==> config.mk <==
export PLATFORM = sky130hd
export DESIGN_NAME = slt_device_flat
export DESIGN_NICKNAME = d
export VERILOG_FILES = /design/src/verilog/slt_pkg.sv /design/src/verilog/slt_link_if.sv /design/src/verilog/slt_device.sv /design/src/flat_wrapper.sv
export VERILOG_INCLUDE_DIRS = /design/src /design/src/verilog
export SDC_FILE = /design/constraint.sdc
export NUM_CORES = 1
export LEC_CHECK = 0
export BUFFER_PORTS_ARGS = -buffer_cell sky130_fd_sc_hd__buf_2
export CORE_MARGIN = 3
export CORE_UTILIZATION = 50
export CTS_CLUSTER_SIZE = 25
export DETAILED_ROUTE_END_ITERATION = 6
export PLACE_DENSITY = 0.72
export SLEW_MARGIN = 20
export SYNTH_ARGS = -nofsm -noshare
export SYNTH_HDL_FRONTEND = slang
export SYNTH_SLANG_ARGS = --single-unit
==> constraint.sdc <==
create_clock -name sys_clk -period 4.35 [get_ports sys_clk]
set_clock_uncertainty 0.05 [all_clocks]
set_input_delay 0.435 -clock sys_clk [delete_from_list [all_inputs] [get_ports sys_clk]]
set_output_delay 0.435 -clock sys_clk [all_outputs]
set_load 0.05 [all_outputs]
==> src/verilog/slt_defines.svh <==
// Constants for the serial link transmit setup block and its controller.
// Assumes inclusion by bare name from both ends, the checker and the testbench.
`ifndef SLT_DEFINES_SVH
`define SLT_DEFINES_SVH
// Device register offsets
`define SLT_SOFT_RESET_OFS   16'h0000
`define SLT_DP_RESET_OFS     16'h0001
`define SLT_POWER_MODE_OFS   16'h0002
`define SLT_DECIM_OFS        16'h0201
`define SLT_FORMAT_OFS       16'h0561
`define SLT_LANE_RATE_OFS    16'h056e
`define SLT_PLL_STATUS_OFS   16'h056f
`define SLT_TAIL_CTRL_OFS    16'h0570
`define SLT_LINK_CTRL_OFS    16'h0571
`define SLT_DRIVER_CTRL_OFS  16'h05c4
`define SLT_PLL_CTRL_OFS     16'h1222
`define SLT_STARTUP_OFS      16'h1228
`define SLT_LOCK_CLR_OFS     16'h1262
// Reset values
`define SLT_LANE_RATE_RST    8'h10
`define SLT_DECIM_RST        8'h01
`define SLT_STARTUP_RST      8'h0f
`define SLT_ZERO_RST         8'h00
// Command codes and field positions
`define SLT_SOFT_RESET_CODE  8'h81
`define SLT_DP_RESET_CODE    8'h02
`define SLT_LOCK_BIT         7
`define SLT_LOL_BIT          3
`define SLT_RESTART_BIT      0
`define SLT_LOCK_CLR_BIT     3
`define SLT_PRN_BIT          2
`define SLT_CS_LSB           4
`define SLT_DEEMPH_BIT       0
`define SLT_OFFSET_BIN_BIT   0
`define SLT_K28_5            8'hbc
`define SLT_PRN_SEED         15'h7fff
// Initialisation sequence
`define SLT_INIT_STARTUP_RST 8'h4f
`define SLT_INIT_STARTUP_RUN 8'h0f
`define SLT_INIT_PLL_NORMAL  8'h00
`define SLT_INIT_PLL_CAL_RST 8'h04
`define SLT_INIT_LOL_CLEAR   8'h08
`define SLT_INIT_LOL_NORMAL  8'h00
`define SLT_INIT_STEPS       3'd7
// Controller Avalon word indexes
`define SLT_HC_CTRL_IDX      2'd0
`define SLT_HC_ACCESS_IDX    2'd1
`define SLT_HC_STATUS_IDX    2'd2
`define SLT_HC_LANES_IDX     2'd3
`define SLT_HC_START_BIT     0
`define SLT_HC_SYNC_BIT      1
`define SLT_HC_GO_BIT        2
`define SLT_HC_RNW_BIT       3
`endif

==> src/verilog/slt_pkg.sv <==
// Types shared by both ends of the serial link transmit setup block.
// Assumes slt_defines.svh for the numeric constants.
package slt_pkg;
  typedef enum logic [1:0] {
    SLT_HS_IDLE = 2'b00,
    SLT_HS_INIT = 2'b01,
    SLT_HS_ONE  = 2'b10,
    SLT_HS_WAIT = 2'b11
  } slt_host_state_t;

  typedef struct packed {
    logic [7:0]       power_mode;
    logic [7:0]       decim;
    logic [7:0]       format;
    logic [7:0]       lane_rate;
    logic [7:0]       tail_ctrl;
    logic [7:0]       link_ctrl;
    logic [7:0]       driver_ctrl;
    logic [7:0]       pll_ctrl;
    logic [7:0]       startup;
    logic [7:0]       lock_clr;
    logic             lock_loss_flag;
    logic [2:0]       lock_sync;
    logic [2:0]       pdn_sync;
    logic             lock_prev;
    logic             ack;
    logic [7:0]       rdata;
    logic [7:0]       dcnt;
    logic [14:0]      prn;
    logic [3:0][7:0]  octet;
    logic [3:0]       kflag;
    logic [3:0]       lane_on;
    logic             strobe;
  } slt_dev_state_t;

  typedef struct packed {
    slt_host_state_t  st;
    logic [2:0]       step;
    logic             sync_req;
    logic             rnw;
    logic [15:0]      acc_addr;
    logic [7:0]       acc_wdata;
    logic [7:0]       acc_rdata;
    logic             wr;
    logic             rd;
    logic [15:0]      addr;
    logic [7:0]       wdata;
    logic [31:0]      lanes;
    logic             rd_done;
    logic [31:0]      readdata;
  } slt_host_state_s_t;
endpackage : slt_pkg

==> src/verilog/slt_link_if.sv <==
// Link between the transmit device and its controller: register port plus lanes.
// Assumes both ends on the same sys_clk.
`timescale 1ns/1ps
interface slt_link_if;
  // Register access
  logic [15:0]      cfg_addr;
  logic [7:0]       cfg_wdata;
  logic             cfg_wr;
  logic             cfg_rd;
  logic [7:0]       cfg_rdata;
  logic             cfg_ack;
  // Serial lanes, one octet per lane per strobe
  logic [3:0][7:0]  lane_octet;
  logic [3:0]       lane_k;
  logic [3:0]       lane_on;
  logic             lane_strobe;
  logic             sync_request_input_n;

  modport dev (input cfg_addr, cfg_wdata, cfg_wr, cfg_rd, sync_request_input_n,
               output cfg_rdata, cfg_ack, lane_octet, lane_k, lane_on, lane_strobe);
  modport host (output cfg_addr, cfg_wdata, cfg_wr, cfg_rd, sync_request_input_n,
                input cfg_rdata, cfg_ack, lane_octet, lane_k, lane_on, lane_strobe);
endinterface : slt_link_if

==> src/verilog/slt_device.sv <==
// Transmit end: configuration registers, PLL status, sample framing onto 4 lanes.
// Assumes the controller holds a register request until cfg_ack, same clock.
//
// Local design decision: the Avalon-MM interface to the registers.
`timescale 1ns/1ps
`include "slt_defines.svh"
module slt_device (
  // Clock and reset
  input  wire logic         sys_clk,
  input  wire logic         rst_b,
  // Link to controller
  slt_link_if.dev           link,
  // Converter samples and control-bit sources
  input  wire logic [13:0]  sample_a,
  input  wire logic [13:0]  sample_b,
  input  wire logic [1:0]   over_range,
  input  wire logic         sysref_seen,
  input  wire logic [1:0]   fast_detect,
  // Serializer PLL and power pin
  input  wire logic         pll_locked,
  input  wire logic         power_down_pin,
  // Analog-side controls
  output logic              deemph_en,
  output logic [3:0]        lane_rate_code,
  output logic              pll_cal_reset,
  output logic              startup_reset
);
  import slt_pkg::*;

  slt_dev_state_t s_reg;
  slt_dev_state_t s_next;

  // Two virtual converters, one per input; DDC use would raise this count
  localparam logic [3:0] M_CONV = 4'd2;

  function automatic logic [7:0] status_byte(input logic lk, input logic lock_loss_flag);
    status_byte = 8'h00;
    status_byte[`SLT_LOCK_BIT] = lk;
    status_byte[`SLT_LOL_BIT] = lock_loss_flag;
  endfunction : status_byte

  // Build both octets of one sample: coding, control bits, tail
  function automatic logic [15:0] frame_word(input logic [13:0] smp,
                                             input logic offs, input logic [1:0] cs,
                                             input logic [1:0] cb, input logic [1:0] tail);
    logic [13:0] v;
    logic [1:0]  t;
    v = smp;
    t = tail;
    if (offs) begin
      v[13] = ~smp[13];
    end
    // Only two tail slots exist at N=14, so a count of 3 acts as 2
    if (cs != 2'd0) begin
      t[1] = cb[1];
    end
    if (cs[1]) begin
      t[0] = cb[0];
    end
    frame_word = {v, t};
  endfunction : frame_word

  logic        cfg_hit;
  logic        lock_lvl;
  logic        pdn_lvl;
  logic        loss;
  logic [7:0]  ratio;
  logic [1:0]  cs;
  logic [1:0]  tail_bits;
  logic [1:0]  cb_a;
  logic [1:0]  cb_b;
  logic [15:0] word_a;
  logic [15:0] word_b;

  always_comb begin
    s_next = s_reg;
    cfg_hit = (link.cfg_wr | link.cfg_rd) & ~s_reg.ack;
    s_next.ack = cfg_hit;
    // Stable once the second and third stages agree
    s_next.lock_sync = {s_reg.lock_sync[1:0], pll_locked};
    s_next.pdn_sync = {s_reg.pdn_sync[1:0], power_down_pin};
    lock_lvl = s_reg.lock_prev;
    if (s_reg.lock_sync[1] == s_reg.lock_sync[2]) begin
      lock_lvl = s_reg.lock_sync[2];
    end
    pdn_lvl = s_reg.pdn_sync[2] & s_reg.pdn_sync[1];
    s_next.lock_prev = lock_lvl;
    loss = s_reg.lock_prev & ~lock_lvl;
    s_next.strobe = 1'b0;
    // Register reads
    if (cfg_hit && link.cfg_rd) begin
      unique case (link.cfg_addr)
        `SLT_POWER_MODE_OFS:  s_next.rdata = s_reg.power_mode;
        `SLT_DECIM_OFS:       s_next.rdata = s_reg.decim;
        `SLT_FORMAT_OFS:      s_next.rdata = s_reg.format;
        `SLT_LANE_RATE_OFS:   s_next.rdata = s_reg.lane_rate;
        `SLT_PLL_STATUS_OFS:  s_next.rdata = status_byte(lock_lvl, s_reg.lock_loss_flag);
        `SLT_TAIL_CTRL_OFS:   s_next.rdata = s_reg.tail_ctrl;
        `SLT_LINK_CTRL_OFS:   s_next.rdata = s_reg.link_ctrl;
        `SLT_DRIVER_CTRL_OFS: s_next.rdata = s_reg.driver_ctrl;
        `SLT_PLL_CTRL_OFS:    s_next.rdata = s_reg.pll_ctrl;
        `SLT_STARTUP_OFS:     s_next.rdata = s_reg.startup;
        `SLT_LOCK_CLR_OFS:    s_next.rdata = s_reg.lock_clr;
        default:              s_next.rdata = 8'h00;
      endcase
    end
    // Register writes; reset controls self-clear and read zero
    if (cfg_hit && link.cfg_wr) begin
      unique case (link.cfg_addr)
        `SLT_SOFT_RESET_OFS: begin
          if (link.cfg_wdata == `SLT_SOFT_RESET_CODE) begin
            s_next.power_mode = `SLT_ZERO_RST;
            s_next.decim = `SLT_DECIM_RST;
            s_next.format = `SLT_ZERO_RST;
            s_next.lane_rate = `SLT_LANE_RATE_RST;
            s_next.tail_ctrl = `SLT_ZERO_RST;
            s_next.link_ctrl = `SLT_ZERO_RST;
            s_next.driver_ctrl = `SLT_ZERO_RST;
            s_next.pll_ctrl = `SLT_ZERO_RST;
            s_next.startup = `SLT_STARTUP_RST;
            s_next.lock_clr = `SLT_ZERO_RST;
          end
        end
        `SLT_DP_RESET_OFS: begin
          if (link.cfg_wdata == `SLT_DP_RESET_CODE) begin
            s_next.prn = `SLT_PRN_SEED;
            s_next.dcnt = 8'h00;
          end
        end
        `SLT_POWER_MODE_OFS:  s_next.power_mode = link.cfg_wdata;
        `SLT_DECIM_OFS:       s_next.decim = link.cfg_wdata;
        `SLT_FORMAT_OFS:      s_next.format = link.cfg_wdata;
        `SLT_LANE_RATE_OFS:   s_next.lane_rate = link.cfg_wdata;
        `SLT_TAIL_CTRL_OFS:   s_next.tail_ctrl = link.cfg_wdata;
        `SLT_LINK_CTRL_OFS: begin
          s_next.link_ctrl = link.cfg_wdata;
          if (s_reg.link_ctrl[`SLT_RESTART_BIT] && !link.cfg_wdata[`SLT_RESTART_BIT]) begin
            s_next.lock_loss_flag = 1'b0;
          end
        end
        `SLT_DRIVER_CTRL_OFS: s_next.driver_ctrl = link.cfg_wdata;
        `SLT_PLL_CTRL_OFS:    s_next.pll_ctrl = link.cfg_wdata;
        `SLT_STARTUP_OFS:     s_next.startup = link.cfg_wdata;
        `SLT_LOCK_CLR_OFS: begin
          s_next.lock_clr = link.cfg_wdata;
          if (link.cfg_wdata[`SLT_LOCK_CLR_BIT]) begin
            s_next.lock_loss_flag = 1'b0;
          end
        end
        default: begin
        end
      endcase
    end
    // A loss in the clearing cycle must survive the clear
    if (loss) begin
      s_next.lock_loss_flag = 1'b1;
    end
    // Output sample rate is the clock divided by the decimation ratio
    ratio = (s_reg.decim == 8'h00) ? 8'h01 : s_reg.decim;
    if (s_reg.dcnt >= ratio - 8'h01) begin
      s_next.dcnt = 8'h00;
      s_next.strobe = 1'b1;
    end else begin
      s_next.dcnt = s_reg.dcnt + 8'h01;
    end
    // Lanes stay up unless a power control or the link restart bit takes them down
    s_next.lane_on = (s_reg.power_mode[1:0] == 2'b00 && !pdn_lvl
                      && !s_reg.link_ctrl[`SLT_RESTART_BIT]) ? 4'hf : 4'h0;
    cs = s_reg.tail_ctrl[`SLT_CS_LSB +: 2];
    tail_bits = s_reg.tail_ctrl[`SLT_PRN_BIT] ? s_reg.prn[1:0] : 2'b00;
    // Control bit 2 overrange, bit 1 SYSREF; fast detect gets no control bit
    cb_a = {over_range[0], sysref_seen};
    cb_b = {over_range[1], sysref_seen};
    word_a = frame_word(sample_a, s_reg.format[`SLT_OFFSET_BIN_BIT], cs, cb_a, tail_bits);
    word_b = frame_word(sample_b, s_reg.format[`SLT_OFFSET_BIN_BIT], cs, cb_b, tail_bits);
    if (s_next.strobe) begin
      s_next.prn = {s_reg.prn[13:0], s_reg.prn[14] ^ s_reg.prn[13]};
      if (!link.sync_request_input_n) begin
        s_next.octet = {4{`SLT_K28_5}};
        s_next.kflag = 4'hf;
      end else begin
        s_next.octet = {word_b[7:0], word_b[15:8], word_a[7:0], word_a[15:8]};
        s_next.kflag = 4'h0;
      end
    end
  end

  always_ff @(posedge sys_clk) begin
    if (!rst_b) begin
      s_reg <= '0;
      s_reg.decim <= `SLT_DECIM_RST;
      s_reg.lane_rate <= `SLT_LANE_RATE_RST;
      s_reg.startup <= `SLT_STARTUP_RST;
      s_reg.driver_ctrl <= `SLT_ZERO_RST;
      s_reg.prn <= `SLT_PRN_SEED;
      s_reg.lane_on <= 4'hf;
      s_reg.kflag <= 4'hf;
      s_reg.octet <= {4{`SLT_K28_5}};
    end else begin
      s_reg <= s_next;
    end
  end

  assign link.cfg_ack = s_reg.ack;
  assign link.cfg_rdata = s_reg.rdata;
  assign link.lane_octet = s_reg.octet;
  assign link.lane_k = s_reg.kflag;
  assign link.lane_on = s_reg.lane_on;
  assign link.lane_strobe = s_reg.strobe;
  assign deemph_en = s_reg.driver_ctrl[`SLT_DEEMPH_BIT];
  assign lane_rate_code = s_reg.lane_rate[7:4];
  assign pll_cal_reset = s_reg.pll_ctrl[2];
  assign startup_reset = s_reg.startup[6];
endmodule : slt_device

==> src/flat_wrapper.sv <==
// flat-port wrapper written by rule: the top's interface ports become plain ports
module slt_device_flat import slt_pkg::*;
  (sys_clk, rst_b, sample_a, sample_b, over_range, sysref_seen, fast_detect, pll_locked, power_down_pin, deemph_en, lane_rate_code, pll_cal_reset, startup_reset, link_cfg_addr, link_cfg_wdata, link_cfg_wr, link_cfg_rd, link_sync_request_input_n, link_cfg_rdata, link_cfg_ack, link_lane_octet, link_lane_k, link_lane_on, link_lane_strobe);
  slt_link_if link_i ();
  input  wire logic sys_clk;
  input  wire logic rst_b;
  input  wire logic [13:0] sample_a;
  input  wire logic [13:0] sample_b;
  input  wire logic [1:0] over_range;
  input  wire logic sysref_seen;
  input  wire logic [1:0] fast_detect;
  input  wire logic pll_locked;
  input  wire logic power_down_pin;
  output logic deemph_en;
  output logic [3:0] lane_rate_code;
  output logic pll_cal_reset;
  output logic startup_reset;
  input wire logic [$bits(link_i.cfg_addr)-1:0] link_cfg_addr;
  input wire logic [$bits(link_i.cfg_wdata)-1:0] link_cfg_wdata;
  input wire logic [$bits(link_i.cfg_wr)-1:0] link_cfg_wr;
  input wire logic [$bits(link_i.cfg_rd)-1:0] link_cfg_rd;
  input wire logic [$bits(link_i.sync_request_input_n)-1:0] link_sync_request_input_n;
  output wire logic [$bits(link_i.cfg_rdata)-1:0] link_cfg_rdata;
  output wire logic [$bits(link_i.cfg_ack)-1:0] link_cfg_ack;
  output wire logic [$bits(link_i.lane_octet)-1:0] link_lane_octet;
  output wire logic [$bits(link_i.lane_k)-1:0] link_lane_k;
  output wire logic [$bits(link_i.lane_on)-1:0] link_lane_on;
  output wire logic [$bits(link_i.lane_strobe)-1:0] link_lane_strobe;
  assign link_i.cfg_addr = link_cfg_addr;
  assign link_i.cfg_wdata = link_cfg_wdata;
  assign link_i.cfg_wr = link_cfg_wr;
  assign link_i.cfg_rd = link_cfg_rd;
  assign link_i.sync_request_input_n = link_sync_request_input_n;
  assign link_cfg_rdata = link_i.cfg_rdata;
  assign link_cfg_ack = link_i.cfg_ack;
  assign link_lane_octet = link_i.lane_octet;
  assign link_lane_k = link_i.lane_k;
  assign link_lane_on = link_i.lane_on;
  assign link_lane_strobe = link_i.lane_strobe;
  slt_device u_core (.sys_clk(sys_clk), .rst_b(rst_b), .link(link_i), .sample_a(sample_a), .sample_b(sample_b), .over_range(over_range), .sysref_seen(sysref_seen), .fast_detect(fast_detect), .pll_locked(pll_locked), .power_down_pin(power_down_pin), .deemph_en(deemph_en), .lane_rate_code(lane_rate_code), .pll_cal_reset(pll_cal_reset), .startup_reset(startup_reset));
endmodule
==> run_results.csv <==
group,metric,value,unit
run_status,status,"finished, final reports clean",
die,rows,44,
routing,routedWlPerCell,18.1,um
flow_run,max_cap_viol_count,0,
routing,dr.pass1.iters,6,
worst_hold_path,min_to,"u_core.link.lane_octet[5]",
timing,layout_min_cycle_time,3730,ps
timing,hold_viol,0,
clock_tree,htreeDepth,4,
finish,drive_gt1_frac,0.222,
clock_tree,post_cts_resized,0,
setup_path,r2r_setup_slack,620,ps
yosys,synth_top_family_by_area,"simple AND/OR/NAND/NOR gates",
clock_tree,cts_setup_buffers,0,
setup_path,path_cells,"or4_1, nor4_1, nor2_1, ha_1, inv_1, or3_1, xnor2_1, ha_1, a21o_1, a21o_1, a21oi_1, o21a_1, buf_12, mux2i_1",
finish,nets,957,
worst_hold_path,hold_class,"primary input to flip-flop",
yosys,async_flop_share,0,
place,dp_hpwl,13300,um
setup_path,reg2reg_from,"u_core.s_reg[148]",
setup_path,worstReg2RegEnd,"u_core.s_reg[47]",
routing,drc,0,
place,gp_congestion,0.937,
setup_path,crit_arrival,4020,ps
setup_path,critPathBufInv,2,
clock_tree,hold_buffers,0,
yosys,synthMuxAreaShare,0.0222,
setup_path,reg2regPathDepth,14,
yosys,yosysWarnings,0,
setup_path,cpLargestDelayFamily,"simple AND/OR/NAND/NOR gates",
power,p_switching,709,uW
timing,fmax,268,MHz
timing,finalSetupTns,0,ps
timing,rsz0062_at_grt,"no",
setup_path,crit_type,"flip-flop to flip-flop",
worst_hold_path,hp-start,"sample_a[11]",
die,die_w,130,um
finish,n_antenna_cell,0,
timing,tightest_slew,976,ps
yosys,synth_xor_area_frac,0.0159,
setup_path,cp_max_fo,16,
clock_tree,path_clk_slew,60,ps
yosys,ys_types,72,
routing,drtIter0Drc,577,
clock_tree,clkLatencyLatePin,420,ps
setup_path,crit_required,4640,ps
yosys,synth_edf_count,0,
power,internal-power,2.31,mW
finish,final_util,0.570,
die,coreArea,14800,um2
global_routing,grt_pass1_wl,30500,um
power,p_sw_frac,0.235,
global_routing,grt_pass1_vias,5861,
power,p_per_area,358,nW/um2
yosys,synth_seq_cells,154,
clock_tree,cts_num_sinks,154,
power,finalPower,3.02,mW
yosys,synth_seq_area_share,0.399,
routing,finalWirelength,19500,um
finish,final_cells,1076,
routing,dr_total_vias,6303,
place,io_buffers,118,
clock_tree,ctsRootBufferMaster,"clkbuf_16",
routing,ant_nets,0,
yosys,yosysTopAreaCellShare,0.399,
yosys,synthAdderAreaFrac,0.0175,
setup_path,crit_path_end_kind,"flip-flop",
setup_path,cpMaxStageDelayCell,"or4_1",
global_routing,antenna_found_initial,0,
timing,setup_violations,0,
routing,vias_per_cell,5.86,
die,ios,121,
yosys,avgSynthCellArea,9.02,um2
place,dp_cells,1048,
yosys,synth_area_leaders,"dfxtp_1 (40%), buf_4 (5.8%), nand3_1 (5.6%)",
power,seq_power_share,0.475,
setup_path,critPathLaunchType,"flip-flop",
yosys,synth_compound_area_frac,0.189,
yosys,synth-simple-area-share,0.254,
yosys,syn_area,7730,um2
yosys,synth_area_leader_cell,"dfxtp_1",
clock_tree,cts_tree,"done",
power,power_frac_comb,0.069,
finish,largest_reg_flops,98,
worst_hold_path,min_path_cells,2,
global_routing,grt_max_degree,67,
power,pwr-share-clk,0.456,
timing,period_share,0.856,
die,die_height,130,um
global_routing,gr-usage-all-layers,0.230,
clock_tree,cts_buffer_depth,2,
timing,slew_violations,0,
yosys,syn_nets,931,
setup_path,cp_slowest_stage_delay,590,ps
yosys,synth_ff_type,"dfxtp_1",
clock_tree,cts_inserted_buffers,17,
power,ir_drop,0.000271,V
global_routing,grt_overflow_total,0,
die,initial_core_util,0.522,
die,die_area,17000,um2
finish,area_delta_synth_final,9.20,%
timing,max-slew-margin-rel,0.350,
yosys,syn_inst,857,
power,p_leak,3.09,nW
timing,whs,168,ps
[metrics by stage]
stage / setup slack, ps / area (um2)
2_1_floorplan: 999 / 7730
3_3_place_gp: 820 / 7900
3_5_place_dp: 788 / 7900
4_1_cts: 631 / 8440
5_1_grt: 406 / 8440
6_report: 625 / 8440
[metal layers]
layer	global-route usage	share of wire	vias up
met5	0	0	-
li1	-	-	3053
met1	0.313	0.44	2978
met4	0.0984	0.028	0
met2	0.347	0.44	223
met3	0.0589	0.084	49
[cells in the final DEF, fill, tap and decap left out, types with 6 or more instances in the layout]
| cell | count |
|---|---|
| dfxtp_1 | 154 |
| nor3_1 | 15 |
| a21boi_1 | 22 |
| xnor2_1 | 8 |
| nor4_1 | 8 |
| nand3_2 | 9 |
| buf_2 | 118 |
| o22a_1 | 18 |
| ha_1 | 10 |
| inv_1 | 15 |
| and2_1 | 19 |
| mux2i_1 | 16 |
| nand2_1 | 85 |
| nor2_1 | 34 |
| nor2b_1 | 32 |
| o2111ai_1 | 6 |
| a21boi_0 | 45 |
| clkbuf_16 | 17 |
| xor2_1 | 6 |
| and3_1 | 9 |
| a21o_1 | 6 |
| a32o_1 | 10 |
| a21boi_2 | 7 |
| buf_4 | 6 |
| nand3_1 | 85 |
| nor3_2 | 6 |
| a22oi_1 | 8 |
| a22o_1 | 14 |
| a222oi_1 | 7 |
[cells by family after synthesis]
group | after synthesis
muxes | 17
adders and majority gates | 11
DFF | 154
xor gates and xnor gates | 14
buffers and inverters | 134
and+or+nand+nor | 349
AOI/OAI and AO/OA | 178
[area by class of cell]
cell class                 count  area [um2]
sequential                   154        3080
tap                          184         230
fill                        1334        6370
timing repair buffer         126         676
clock inverter                 7        68.8
inverter                      15        56.3
multi-input combinational    569        3850
clock buffer                  21         470
[Yosys cell counts (5+ instances only)]
cell and count:
o21ai_0 5, nand2_2 5, a22o_1 14, and2_1 19
and3_1 9, o21ai_1 5, nand3_1 86, xnor2_1 8
clkbuf_1 29, and4_1 5, a21oi_1 5, dfxtp_1 154
a21boi_2 7, buf_1 6, nand3_2 8, nor4_1 8
a222oi_1 7, xor2_1 6, a21o_1 6, nand2_1 85
nor3_2 6, a21boi_0 45, nor2_1 34, nor2b_1 32
buf_4 60, a21boi_1 22, buf_2 18, inv_1 15
o2111ai_1 6, buf_6 6, nor3_1 15, ha_1 10
o22a_1 18, a32o_1 10, a22oi_1 8, mux2i_1 16
[power groups by stage]
stage | logic, mW | registers [mW] | clock network (mW)
detailed placement | 0.207 | 1.47 | 0
CTS | 0.207 | 1.43 | 1.40
global route | 0.221 | 1.44 | 1.47
floorplan | 0.152 | 1.47 | 0
global placement | 0.206 | 1.47 | 0
finish | 0.208 | 1.43 | 1.38
[worst max path at each step]
stage | slack [ps] | from | cells past startpoint | end
3_3_place_gp | 820 | u_core.s_reg[148] | 13 | u_core.s_reg[41]
5_1_grt | 410 | u_core.s_reg[148] | 13 | u_core.s_reg[54]
2_1_floorplan | 1000 | u_core.s_reg[147] | 15 | u_core.s_reg[48]
6_report | 620 | u_core.s_reg[148] | 14 | u_core.s_reg[47]
3_5_place_dp | 790 | u_core.s_reg[148] | 14 | u_core.s_reg[48]
4_1_cts | 630 | u_core.s_reg[148] | 14 | u_core.s_reg[48]
Note: power is estimated with default switching activity, not from simulation.
